File: src/phy_mgmt_pkg.sv
// Shared indices, field positions, defaults and carriers of the PHY management bank
package phy_mgmt_pkg;

  localparam int IDX_W = 5;
  localparam int DATA_W = 16;

  // Register indices on the indirect access path
  localparam logic [4:0] IDX_CTRL = 5'h00;
  localparam logic [4:0] IDX_STATUS = 5'h01;
  localparam logic [4:0] IDX_ID_HIGH = 5'h02;
  localparam logic [4:0] IDX_ID_LOW = 5'h03;
  localparam logic [4:0] IDX_ADV = 5'h04;
  localparam logic [4:0] IDX_LP_ABILITY = 5'h05;
  localparam logic [4:0] IDX_EXPANSION = 5'h06;
  localparam logic [4:0] IDX_MODE = 5'h11;
  localparam logic [4:0] IDX_SPECIAL = 5'h12;
  localparam logic [4:0] IDX_SPECIAL_IND = 5'h1b;
  localparam logic [4:0] IDX_IRQ_SRC = 5'h1d;
  localparam logic [4:0] IDX_IRQ_MASK = 5'h1e;
  localparam logic [4:0] IDX_SPECIAL_CS = 5'h1f;

  // Basic control bit positions
  localparam int CTRL_RESET_BIT = 15;
  localparam int CTRL_LOOP_BIT = 14;
  localparam int CTRL_SPEED_BIT = 13;
  localparam int CTRL_ANEG_BIT = 12;
  localparam int CTRL_PDOWN_BIT = 11;
  localparam int CTRL_RESTART_BIT = 9;
  localparam int CTRL_DUPLEX_BIT = 8;
  localparam int CTRL_COLTEST_BIT = 7;

  // Basic status: fixed ability bits 14..11, 3 and 0; live bit positions
  localparam logic [15:0] STAT_FIXED = 16'h7809;
  localparam int STAT_ANEG_DONE_BIT = 5;
  localparam int STAT_RFAULT_BIT = 4;
  localparam int STAT_LINK_BIT = 2;
  localparam int STAT_JABBER_BIT = 1;

  // Identifier low word field positions
  localparam int ID_OUI_LSB = 10;
  localparam int ID_MODEL_LSB = 4;

  // Advertisement field positions and defaults
  localparam int ADV_RFAULT_BIT = 13;
  localparam int ADV_PAUSE_LSB = 10;
  localparam int ADV_ABIL_LSB = 5;
  localparam logic [1:0] ADV_PAUSE_RESET = 2'h0;
  localparam logic [4:0] ADV_SEL_RESET = 5'h01;

  // Start-up sequencer: two synchroniser stages, then strap capture
  typedef enum logic [1:0] {
    ST_SETTLE1 = 2'b00,
    ST_SETTLE2 = 2'b01,
    ST_CAPTURE = 2'b10,
    ST_RUN = 2'b11
  } init_state_t;

  typedef struct packed {
    logic write;
    logic [4:0] index;
    logic [15:0] wdata;
  } acc_req_t;

  typedef struct packed {
    logic loopback;
    logic speed_100;
    logic aneg_en;
    logic power_down;
    logic full_duplex;
    logic col_test;
  } ctrl_fields_t;

  // ability bits: [3] 100TX FD, [2] 100TX, [1] 10T FD, [0] 10T
  typedef struct packed {
    logic rfault;
    logic [1:0] pause;
    logic [3:0] ability;
    logic [4:0] selector;
  } adv_fields_t;

  // Indices the decoder recognises
  function automatic logic idx_known(input logic [4:0] idx);
    return (idx <= IDX_EXPANSION) || (idx == IDX_MODE) || (idx == IDX_SPECIAL) ||
           (idx == IDX_SPECIAL_IND) || (idx >= IDX_IRQ_SRC);
  endfunction

  // Control defaults follow the speed strap
  function automatic ctrl_fields_t ctrl_default(input logic strap);
    ctrl_fields_t c;
    c = '0;
    c.speed_100 = strap;
    c.aneg_en = strap;
    return c;
  endfunction

  // Advertisement defaults: 100TX always, other abilities follow the strap
  function automatic adv_fields_t adv_default(input logic strap);
    adv_fields_t a;
    a = '0;
    a.pause = ADV_PAUSE_RESET;
    a.ability = {strap, 1'b1, strap, strap};
    a.selector = ADV_SEL_RESET;
    return a;
  endfunction

endpackage

File: src/status_latch.sv
// Latching status flag that holds an event until the status register is read
`timescale 1ns/1ps
module status_latch #(
  parameter bit LATCH_HIGH = 1'b1
) (
  input wire logic i_clk,
  input wire logic i_arst_n,
  input wire logic i_clear,
  input wire logic i_read,
  input wire logic i_live,
  output logic o_flag
);

  ////////////////////////////////////////////////////////////////////////////
  // Hold the latched level; a read or bank reset reloads the live level
  always_ff @(posedge i_clk or negedge i_arst_n) begin
    if (!i_arst_n) begin
      o_flag <= 1'b0;
    end else if (i_clear || i_read) begin
      o_flag <= i_live; // Event in the read cycle is kept
    end else if (LATCH_HIGH) begin
      o_flag <= o_flag | i_live;
    end else begin
      o_flag <= o_flag & i_live;
    end
  end

endmodule

File: src/phy_mgmt_register_bank.sv
// PHY management register bank behind the indirect index and data access path
`timescale 1ns/1ps
module phy_mgmt_register_bank
  import phy_mgmt_pkg::*;
#(
  parameter logic [15:0] OUI_HIGH = 16'h1234, // Arbitrary value
  parameter logic [5:0] OUI_LOW = 6'h15, // Arbitrary value
  parameter logic [5:0] MODEL_NUM = 6'h2a, // Arbitrary value
  parameter logic [3:0] REV_NUM = 4'h3 // Arbitrary value
) (
  input wire logic i_clk,
  input wire logic i_arst_n,
  input wire logic i_speed_strap,
  input wire logic i_acc_valid,
  input wire acc_req_t i_acc_req,
  output logic o_acc_ready,
  output logic o_acc_done,
  output logic [15:0] o_acc_rdata,
  output logic o_ext_hit,
  input wire logic i_link_up,
  input wire logic i_remote_fault,
  input wire logic i_jabber,
  input wire logic i_aneg_done,
  input wire logic i_aneg_speed_100,
  input wire logic i_aneg_full_duplex,
  output logic o_soft_reset,
  output logic o_aneg_restart,
  output logic o_loopback,
  output logic o_speed_100,
  output logic o_full_duplex,
  output logic o_aneg_enable,
  output logic o_power_down,
  output logic o_col_test,
  output logic [15:0] o_adv_word
);

  init_state_t state_reg;
  init_state_t state_next;
  logic strap_meta_reg;
  logic strap_sync_reg;
  logic strap_reg;
  ctrl_fields_t ctrl_reg;
  adv_fields_t adv_reg;
  logic soft_reset_reg;
  logic restart_reg;
  logic aneg_done_reg;
  logic done_reg;
  logic ext_hit_reg;
  logic [15:0] rdata_reg;
  logic [15:0] rdata_next;
  logic speed_reg;
  logic duplex_reg;
  logic take;
  logic wr_ctrl;
  logic wr_adv;
  logic rd_status;
  logic rfault_flag;
  logic jabber_flag;
  logic link_flag;

  ////////////////////////////////////////////////////////////////////////////
  // Strap pin synchroniser
  always_ff @(posedge i_clk or negedge i_arst_n) begin
    if (!i_arst_n) begin
      strap_meta_reg <= 1'b0;
      strap_sync_reg <= 1'b0;
    end else begin
      strap_meta_reg <= i_speed_strap;
      strap_sync_reg <= strap_meta_reg;
    end
  end

  // Start-up sequence waits for the synchroniser to fill
  always_comb begin
    unique case (state_reg)
      ST_SETTLE1: state_next = ST_SETTLE2;
      ST_SETTLE2: state_next = ST_CAPTURE;
      ST_CAPTURE: state_next = ST_RUN;
      ST_RUN: state_next = ST_RUN;
    endcase
  end

  always_ff @(posedge i_clk or negedge i_arst_n) begin
    if (!i_arst_n) begin
      state_reg <= ST_SETTLE1;
    end else begin
      state_reg <= state_next;
    end
  end

  // Strap level caught once after reset; soft reset leaves it alone
  always_ff @(posedge i_clk or negedge i_arst_n) begin
    if (!i_arst_n) begin
      strap_reg <= 1'b0;
    end else if (state_reg == ST_CAPTURE) begin
      strap_reg <= strap_sync_reg;
    end
  end

  ////////////////////////////////////////////////////////////////////////////
  // Access decode; requests are taken only once the strap is known
  assign o_acc_ready = (state_reg == ST_RUN);
  assign take = i_acc_valid && o_acc_ready;
  assign wr_ctrl = take && i_acc_req.write && (i_acc_req.index == IDX_CTRL);
  assign wr_adv = take && i_acc_req.write && (i_acc_req.index == IDX_ADV);
  assign rd_status = take && !i_acc_req.write && (i_acc_req.index == IDX_STATUS);

  // Self-clearing soft reset and restart pulses
  always_ff @(posedge i_clk or negedge i_arst_n) begin
    if (!i_arst_n) begin
      soft_reset_reg <= 1'b0;
      restart_reg <= 1'b0;
    end else begin
      soft_reset_reg <= wr_ctrl && i_acc_req.wdata[CTRL_RESET_BIT];
      restart_reg <= wr_ctrl && i_acc_req.wdata[CTRL_RESTART_BIT] &&
                     !i_acc_req.wdata[CTRL_RESET_BIT];
    end
  end

  // Basic control fields; a reset write ignores the other bits
  always_ff @(posedge i_clk or negedge i_arst_n) begin
    if (!i_arst_n) begin
      ctrl_reg <= '0;
    end else if (state_reg == ST_CAPTURE) begin
      ctrl_reg <= ctrl_default(strap_sync_reg);
    end else if (soft_reset_reg) begin
      ctrl_reg <= ctrl_default(strap_reg);
    end else if (wr_ctrl && !i_acc_req.wdata[CTRL_RESET_BIT]) begin
      ctrl_reg.loopback <= i_acc_req.wdata[CTRL_LOOP_BIT];
      ctrl_reg.speed_100 <= i_acc_req.wdata[CTRL_SPEED_BIT];
      ctrl_reg.aneg_en <= i_acc_req.wdata[CTRL_ANEG_BIT];
      ctrl_reg.power_down <= i_acc_req.wdata[CTRL_PDOWN_BIT];
      ctrl_reg.full_duplex <= i_acc_req.wdata[CTRL_DUPLEX_BIT];
      ctrl_reg.col_test <= i_acc_req.wdata[CTRL_COLTEST_BIT];
    end
  end

  // Advertisement fields; read-only bits are simply not stored
  always_ff @(posedge i_clk or negedge i_arst_n) begin
    if (!i_arst_n) begin
      adv_reg <= '0;
    end else if (state_reg == ST_CAPTURE) begin
      adv_reg <= adv_default(strap_sync_reg);
    end else if (soft_reset_reg) begin
      adv_reg <= adv_default(strap_reg);
    end else if (wr_adv) begin
      adv_reg.rfault <= i_acc_req.wdata[ADV_RFAULT_BIT];
      adv_reg.pause <= i_acc_req.wdata[ADV_PAUSE_LSB +: 2];
      adv_reg.ability <= i_acc_req.wdata[ADV_ABIL_LSB +: 4];
      adv_reg.selector <= i_acc_req.wdata[4:0];
    end
  end

  ////////////////////////////////////////////////////////////////////////////
  // Effective speed and duplex: resolved values win under auto-negotiation
  always_ff @(posedge i_clk or negedge i_arst_n) begin
    if (!i_arst_n) begin
      speed_reg <= 1'b0;
      duplex_reg <= 1'b0;
    end else begin
      speed_reg <= ctrl_reg.aneg_en ? i_aneg_speed_100 : ctrl_reg.speed_100;
      duplex_reg <= ctrl_reg.aneg_en ? i_aneg_full_duplex : ctrl_reg.full_duplex;
    end
  end

  // Completion flag restarts on auto-negotiation disable, power down, restart or soft reset
  always_ff @(posedge i_clk or negedge i_arst_n) begin
    if (!i_arst_n) begin
      aneg_done_reg <= 1'b0;
    end else if (!ctrl_reg.aneg_en || ctrl_reg.power_down || restart_reg || soft_reset_reg) begin
      aneg_done_reg <= 1'b0;
    end else if (i_aneg_done) begin
      aneg_done_reg <= 1'b1;
    end
  end

  ////////////////////////////////////////////////////////////////////////////
  // Latching status flags, cleared by a status read
  status_latch #(.LATCH_HIGH(1'b1)) u_rfault (
    .i_clk(i_clk),
    .i_arst_n(i_arst_n),
    .i_clear(soft_reset_reg),
    .i_read(rd_status),
    .i_live(i_remote_fault),
    .o_flag(rfault_flag)
  );

  status_latch #(.LATCH_HIGH(1'b1)) u_jabber (
    .i_clk(i_clk),
    .i_arst_n(i_arst_n),
    .i_clear(soft_reset_reg),
    .i_read(rd_status),
    .i_live(i_jabber),
    .o_flag(jabber_flag)
  );

  status_latch #(.LATCH_HIGH(1'b0)) u_link (
    .i_clk(i_clk),
    .i_arst_n(i_arst_n),
    .i_clear(soft_reset_reg),
    .i_read(rd_status),
    .i_live(i_link_up),
    .o_flag(link_flag)
  );

  ////////////////////////////////////////////////////////////////////////////
  // Read multiplexer; recognised indices outside this bank read zero here
  always_comb begin
    rdata_next = '0;
    unique case (i_acc_req.index)
      IDX_CTRL: begin
        rdata_next[CTRL_LOOP_BIT] = ctrl_reg.loopback;
        rdata_next[CTRL_SPEED_BIT] = ctrl_reg.speed_100;
        rdata_next[CTRL_ANEG_BIT] = ctrl_reg.aneg_en;
        rdata_next[CTRL_PDOWN_BIT] = ctrl_reg.power_down;
        rdata_next[CTRL_DUPLEX_BIT] = ctrl_reg.full_duplex;
        rdata_next[CTRL_COLTEST_BIT] = ctrl_reg.col_test;
      end
      IDX_STATUS: begin
        rdata_next = STAT_FIXED;
        rdata_next[STAT_ANEG_DONE_BIT] = aneg_done_reg;
        rdata_next[STAT_RFAULT_BIT] = rfault_flag;
        rdata_next[STAT_LINK_BIT] = link_flag;
        rdata_next[STAT_JABBER_BIT] = jabber_flag;
      end
      IDX_ID_HIGH: rdata_next = OUI_HIGH;
      IDX_ID_LOW: rdata_next = {OUI_LOW, MODEL_NUM, REV_NUM};
      IDX_ADV: begin
        rdata_next[ADV_RFAULT_BIT] = adv_reg.rfault;
        rdata_next[ADV_PAUSE_LSB +: 2] = adv_reg.pause;
        rdata_next[ADV_ABIL_LSB +: 4] = adv_reg.ability;
        rdata_next[4:0] = adv_reg.selector;
      end
      default: rdata_next = '0;
    endcase
  end

  // Answer one cycle after the request is taken
  always_ff @(posedge i_clk or negedge i_arst_n) begin
    if (!i_arst_n) begin
      done_reg <= 1'b0;
      ext_hit_reg <= 1'b0;
      rdata_reg <= '0;
    end else begin
      done_reg <= take;
      ext_hit_reg <= take && idx_known(i_acc_req.index) && (i_acc_req.index > IDX_ADV);
      rdata_reg <= (take && !i_acc_req.write) ? rdata_next : '0;
    end
  end

  assign o_acc_done = done_reg;
  assign o_acc_rdata = rdata_reg;
  assign o_ext_hit = ext_hit_reg;
  assign o_soft_reset = soft_reset_reg;
  assign o_aneg_restart = restart_reg;
  assign o_loopback = ctrl_reg.loopback;
  assign o_speed_100 = speed_reg;
  assign o_full_duplex = duplex_reg;
  assign o_aneg_enable = ctrl_reg.aneg_en;
  assign o_power_down = ctrl_reg.power_down;
  assign o_col_test = ctrl_reg.col_test;
  assign o_adv_word = {2'b00, adv_reg.rfault, 1'b0, adv_reg.pause, 1'b0, adv_reg.ability, adv_reg.selector};
endmodule

File: config.mk
export PLATFORM = sky130hd
export DESIGN_NAME = phy_mgmt_register_bank
export DESIGN_NICKNAME = d
export VERILOG_FILES = /design/src/phy_mgmt_pkg.sv /design/src/status_latch.sv /design/src/phy_mgmt_register_bank.sv
export SDC_FILE = /design/constraint.sdc
export NUM_CORES = 1
export LEC_CHECK = 0
export BUFFER_PORTS_ARGS = -buffer_cell sky130_fd_sc_hd__clkbuf_2
export CAP_MARGIN = 20
export CELL_PAD_IN_SITES_DETAIL_PLACEMENT = 0
export CELL_PAD_IN_SITES_GLOBAL_PLACEMENT = 1
export CORE_UTILIZATION = 33
export DETAILED_ROUTE_END_ITERATION = 10
export PLACE_DENSITY_LB_ADDON = 0.12
export SLEW_MARGIN = 10
export SYNTH_ARGS = -nofsm -noshare
export SYNTH_HDL_FRONTEND = slang
export SYNTH_HIERARCHICAL = 1
export SYNTH_SLANG_ARGS = --single-unit
File: constraint.sdc
create_clock -name i_clk -period 1.7 [get_ports i_clk]
set_clock_uncertainty 0.1 [all_clocks]
set_input_delay 0.255 -clock i_clk [delete_from_list [all_inputs] [get_ports i_clk]]
set_output_delay 0.255 -clock i_clk [all_outputs]
set_load 0.03 [all_outputs]
==> results.py, run 1 <==
metrics = {
    "outcome": {
        "status": "completed",
    },
    "finish": {
        "num_antenna_cells": 0,
        "seqCellArea_um2": 1200,
        "multiInputGateArea_um2": 857,
        "synthToLayoutAreaGrowth_pct": 35.6,
        "drive_gt1_frac": 0.392,
        "fill_cells": 618,
        "largest_reg_flops": 15,
        "final_nets": 332,
    },
    "worst_setup_path": {
        "cp-end-kind": "flop",
        "worstPathMaxFanout": 5,
        "ff2ff_setup_slack_ns": 0.08,
        "reg2reg_depth": 5,
        "r2r-start": "state_reg[0]",
        "crit_type": "flop to flop",
        "cp_data_required_time_ns": 1.83,
        "crit_start": "state_reg[0]",
        "start_kind": "flop",
        "r2r_end": "o_acc_rdata[1]",
        "crit_arrival_ns": 1.74,
    },
    "placed_design": {
        "gp_congestion": 0.741,
        "dp_hpwl_um": 4250,
        "portBuffers": 69,
    },
    "clocking": {
        "cts_setup_buffers": 0,
        "cts_buffers": 5,
        "htreeDepth": 2,
        "path_clk_slew_ns": 0.09,
        "insertion_delay_ns": 0.30,
        "cts_tree": "done",
        "cts_max_path_buffers": 2,
        "clock_sinks": 48,
        "cts_root_buf": "clkbuf_8",
    },
    "power": {
        "swShare": 0.307,
        "clockPowerShare": 0.292,
        "p_leak_nw": 1.42,
        "seq_power_share": 0.515,
        "peakVddDrop_mv": 0.562,
        "intPower_mw": 1.73,
        "comb_power_share": 0.194,
        "powerDensity_nw_per_um2": 868,
        "power.switching_mw": 0.769,
    },
    "synth": {
        "synth-adder-area-share": 0,
        "synth.ff_latch_count": 48,
        "yosysSeqAreaShare": 0.565,
        "postSynthAreaPerCell_um2": 10.6,
        "synth_cell_types": 38,
        "async_reset_ff_frac": 1.00,
        "synth_top_family_by_area": "simple AND/OR/NAND/NOR gates",
        "yosys.area_share.simple": 0.194,
        "synth_xor_area_frac": 0.00412,
        "yosysWarnings": 6,
        "synth_edf_count": 0,
        "synth_ff_type": "dfrtp_1",
        "syn_area_um2": 2130,
        "synthMuxAreaShare": 0.0824,
        "syn_inst": 200,
        "synth_compound_area_frac": 0.109,
    },
    "detailed_routing": {
        "vias_per_cell": 4.68,
        "drc": 0,
        "wire_per_inst_um": 15.1,
        "vias": 1758,
        "postRouteAntennaNets": 0,
        "dr.pass1.iters": 4,
        "drt_iter0_markers": 91,
        "drt_wl_total_um": 5690,
    },
    "sta": {
        "timing.hold.ws_ns": 0.0285,
        "tns_ns": 0,
        "setup_violations": 0,
        "finalHoldViolations": 0,
        "drv_slew": 0,
        "fmax_mhz": 619,
        "rsz0062_at_grt": "no",
        "finalCritPeriodShare": 0.950,
        "final.min_clock_period_ns": 1.62,
    },
    "worst_hold_path": {
        "holdPathEnd": "u_rfault/o_flag",
        "hold_class": "input pin to flop",
        "holdCritStartpoint": "i_remote_fault",
        "hold_depth": 2,
    },
    "global_route": {
        "grt-busiest-layer": "met2",
        "grt_util_met3": 0.0352,
        "first_global_vias": 1758,
        "grt_use_total": 0.182,
        "grt-ovfl-total": 0,
        "grt_util_met2": 0.288,
        "grt_pass1_wl_um": 8820,
        "grtUsageMet1": 0.256,
        "antenna_found_initial": 0,
        "grt_max_degree": 49,
    },
    "floorplanning": {
        "fp.coreArea_um2": 6060,
        "fp.dieH_um": 82.3,
        "initial_core_util": 0.351,
        "die_x_um": 82.3,
        "die_area_um2": 6770,
        "rows": 28,
        "io_pins": 75,
    },
    "job": {
        "cap_violations": 0,
    },
}
[synth_stat cells (3+ instances only)]
master	n	share of area
a21o_1	3	0.011
a21oi_1	17	0.040
a22oi_1	5	0.018
buf_4	6	0.021
clkbuf_1	5	0.0088
dfrtp_1	48	0.56
inv_1	4	0.0071
mux2i_1	13	0.061
nand2_1	14	0.025
nand2b_1	9	0.026
nand3_1	4	0.0094
nor2_1	31	0.055
nor2b_1	3	0.0088
o21a_1	3	0.011
o32a_1	3	0.014
[kinds of logic after synthesis]
group,after synthesis
AOI/OAI and AO/OA,36
other,1
muxes,17
buffers and inverters,17
and+or+nand+nor,80
xor gates and xnor gates,1
DFF,48
[how the worst max path moves through the flow]
stage | to | slack (ns) | depth (start not counted)
2_1_floorplan | o_aneg_enable | -0.1 | 5
3_3_place_gp | o_adv_word[7] | -0.14 | 7
3_5_place_dp | o_adv_word[7] | -0.18 | 7
4_1_cts | o_acc_rdata[1] | 0.07 | 5
5_1_grt | ctrl_reg[4] | 0.002 | 5
6_report | o_acc_rdata[1] | 0.08 | 5
[cells in the final DEF, fill, tap and decap left out, types with 4 or more instances in the layout]
cell and n:
clkbuf_2 69, dfrtp_1 48, nor2_1 31, buf_4 28
a21oi_1 16, nand2_1 14, mux2i_1 13, nand2b_1 8
clkbuf_8 6, a22oi_1 5, conb_1 5, nand3_1 4
inv_1 4
[timing repair]
item                                    in CTS  in global routing
resized for setup                            1                  2
hold endpoints to repair                    49                  0
endpoints found under the setup margin       3                  1
hold buffers                                 2                  0
pin swaps                                    0                  1
[power groups by stage]
stage / clock [mW] / combinational [mW] / sequential [mW]
final: 0.730 / 0.485 / 1.29
after global routing: 0.799 / 0.530 / 1.30
after global placement: 0 / 0.481 / 1.31
after detailed placement: 0 / 0.484 / 1.31
after CTS: 0.752 / 0.490 / 1.29
after floorplan: 0 / 0.156 / 1.43
[routing by layer]
layer / vias to the layer above / part of all wire
li1: 877 / -
met1: 826 / 0.50
met2: 53 / 0.45
met3: 2 / 0.046
met4: 0 / 0.0047
met5: - / 0
[per-stage QoR]
| step | total power, mW | worst slack, ns | instances | area (um2) | util |
|---|---|---|---|---|---|
| finish | 2.50 | 0.0846 | 376 | 2880 | 0.476 |
| global route | 2.63 | 0.00176 | 376 | 2880 | 0.476 |
| CTS | 2.53 | 0.0742 | 376 | 2880 | 0.475 |
| detailed placement | 1.80 | -0.177 | 366 | 2760 | 0.455 |
| global placement | 1.79 | -0.142 | 366 | 2760 | 0.455 |
| floorplan | 1.58 | -0.0963 | 204 | 2150 | - |
[worst max-delay path, cell delays in order (launching register included)]
cell and delay [ns]:
dfrtp_1 0.38, nand3_1 0.12, inv_2 0.08, nand2b_2 0.10
or4_4 0.61, a21oi_1 0.16
[final cells by class]
class,instances,share of cell area
multi-input combinational,139,0.297
clock inverter,2,0.00521
sequential,48,0.416
tap,75,0.0325
clock buffer,6,0.0286
inverter,5,0.00651
timing repair buffer,101,0.213
No activity file was read; power rests on OpenSTA's default activity.
==> run 2, diff against run 1 <==
--- a/config.mk
+++ b/config.mk
@@ -8,8 +8,8 @@
 export BUFFER_PORTS_ARGS = -buffer_cell sky130_fd_sc_hd__clkbuf_2
 export CAP_MARGIN = 20
 export CELL_PAD_IN_SITES_DETAIL_PLACEMENT = 0
-export CELL_PAD_IN_SITES_GLOBAL_PLACEMENT = 1
-export CORE_UTILIZATION = 33
+export CELL_PAD_IN_SITES_GLOBAL_PLACEMENT = 2
+export CORE_UTILIZATION = 27
 export DETAILED_ROUTE_END_ITERATION = 10
 export PLACE_DENSITY_LB_ADDON = 0.12
 export SLEW_MARGIN = 10
==> results.py, run 2 (synthesis gave the netlist of run 1 again) <==
metrics = {
    "outcome": {
        "status": "completed",
    },
    "sta": {
        "final.min_clock_period_ns": 1.63,
        "finalHoldViolations": 0,
        "fmax_mhz": 614,
        "tns_ns": 0,
        "setup_violations": 0,
        "drv_slew": 0,
        "finalCritPeriodShare": 0.959,
    },
    "floorplanning": {
        "die_area_um2": 8240,
        "initial_core_util": 0.286,
        "fp.dieH_um": 90.8,
        "rows": 31,
        "die_x_um": 90.8,
        "io_pins": 75,
        "fp.coreArea_um2": 7450,
    },
    "power": {
        "powerDensity_nw_per_um2": 905,
        "p_total_mw": 2.69,
        "p_leak_nw": 1.46,
        "peakVddDrop_mv": 0.318,
    },
    "clocking": {
        "cts_buffers": 5,
        "cts_root_buf": "clkbuf_8",
        "cts_tree": "done",
        "path_clk_slew_ns": 0.09,
        "insertion_delay_ns": 0.30,
        "clock_sinks": 48,
        "htreeDepth": 2,
        "cts_max_path_buffers": 2,
    },
    "global_route": {
        "grt_max_degree": 49,
        "grt_pass1_wl_um": 9530,
        "first_global_vias": 1825,
        "grt_use_total": 0.152,
        "grt-ovfl-total": 0,
        "antenna_found_initial": 0,
    },
    "worst_setup_path": {
        "crit_arrival_ns": 1.75,
        "cp_data_required_time_ns": 1.82,
        "start_kind": "flop",
        "r2r_end": "o_acc_rdata[3]",
        "r2r-start": "state_reg[0]",
        "crit_type": "flop to flop",
        "reg2reg_depth": 5,
        "ff2ff_setup_slack_ns": 0.07,
        "cp-end-kind": "flop",
        "worstPathMaxFanout": 5,
    },
    "finish": {
        "largest_reg_flops": 15,
        "fill_cells": 797,
        "drive_gt1_frac": 0.395,
        "final_nets": 335,
        "final_cell_mix": "clkbuf_2 (69), dfrtp_1 (48), nor2_1 (31)",
        "final_cell_count_no_fill": 403,
        "synthToLayoutAreaGrowth_pct": 39.8,
        "num_antenna_cells": 0,
        "final_common_cell": "clkbuf_2",
        "utilization": 0.399,
    },
    "placed_design": {
        "dp_hpwl_um": 4520,
        "portBuffers": 69,
        "gp_congestion": 0.740,
        "dp.cells": 393,
    },
    "worst_hold_path": {
        "holdPathEnd": "u_rfault/o_flag",
        "hold_depth": 2,
        "holdCritStartpoint": "i_remote_fault",
        "hold_class": "input pin to flop",
    },
    "detailed_routing": {
        "postRouteAntennaNets": 0,
        "drt_iter0_markers": 57,
        "wire_per_inst_um": 14.8,
        "dr.pass1.iters": 4,
        "drc": 0,
        "vias": 1787,
        "vias_per_cell": 4.43,
        "drt_wl_total_um": 5960,
    },
    "job": {
        "cap_violations": 0,
    },
}
-- run 2: cell count changes in the layout (fill, tap and decap cells not counted), sizes merged --
cell      change
bufinv        +1
buf           +3
clkinvlp      -2
clkbuf        +1
-- run 2: layout make-up --
type | instances | area [um2] | share of cell area
Timing Repair Buffer | 104 | 651 | 0.219
Sequential cell | 48 | 1200 | 0.404
Clock inverter | 1 | 30.0 | 0.0101
Inverter | 5 | 18.8 | 0.00631
Tap cell | 99 | 124 | 0.0416
Multi-Input combinational cell | 139 | 853 | 0.287
Clock buffer | 7 | 96.3 | 0.0324
-- run 2: what timing repair did --
| item | CTS | global route |
|---|---|---|
| hold buffers | 2 | 0 |
| endpoints found under the hold margin | 49 | 0 |
| pin swaps | 0 | 1 |
| endpoints found under the setup margin | 3 | 1 |
| resized for setup | 1 | 1 |
| setup buffers | 0 | 0 |
| cloned | 0 | 0 |
-- run 2: metal layers --
| layer | share of wire | wire length, um | GRT usage |
|---|---|---|---|
| met1 | 0.48 | 2880 | 0.210 |
| met2 | 0.45 | 2670 | 0.237 |
| met3 | 0.054 | 323 | 0.0261 |
| met4 | 0.015 | 92 | 0.0524 |
| met5 | 0 | 0 | 0 |
-- run 2: how the worst max path moves through the flow --
stage	start	cells after the start	endpoint	slack [ns]
floorplan	i_acc_req[20]	5	o_aneg_enable	-0.1
global placement	i_acc_req[20]	7	o_adv_word[7]	-0.16
detailed placement	i_acc_req[20]	7	o_adv_word[7]	-0.20
CTS	state_reg[0]	5	o_acc_rdata[3]	0.06
global route	state_reg[1]	5	o_acc_rdata[1]	-0.0009
finish	state_reg[0]	5	o_acc_rdata[3]	0.07
-- run 2: worst max-delay path, stage by stage (launching register included) --
cell and delay [ns]:
dfrtp_1 0.38, nand3_1 0.12, inv_2 0.08, nand2b_2 0.10
or4_4 0.61, a21oi_1 0.16
-- run 2: stage by stage --
stage | setup WS, ns | area, um2 | hold WS (ns)
after floorplan | -0.0963 | 2150 | -0.141
after global placement | -0.157 | 2820 | 0.169
after detailed placement | -0.199 | 2820 | 0.169
after CTS | 0.0604 | 2970 | 0.0307
after global routing | -0.000856 | 2970 | 0.0357
final | 0.0705 | 2970 | 0.0327
-- run 2: power by group --
group          internal [mW]  switching (mW)  total, mW
combinational          0.185           0.306      0.492
clock                  0.519           0.388      0.907
sequential              1.22          0.0698       1.29
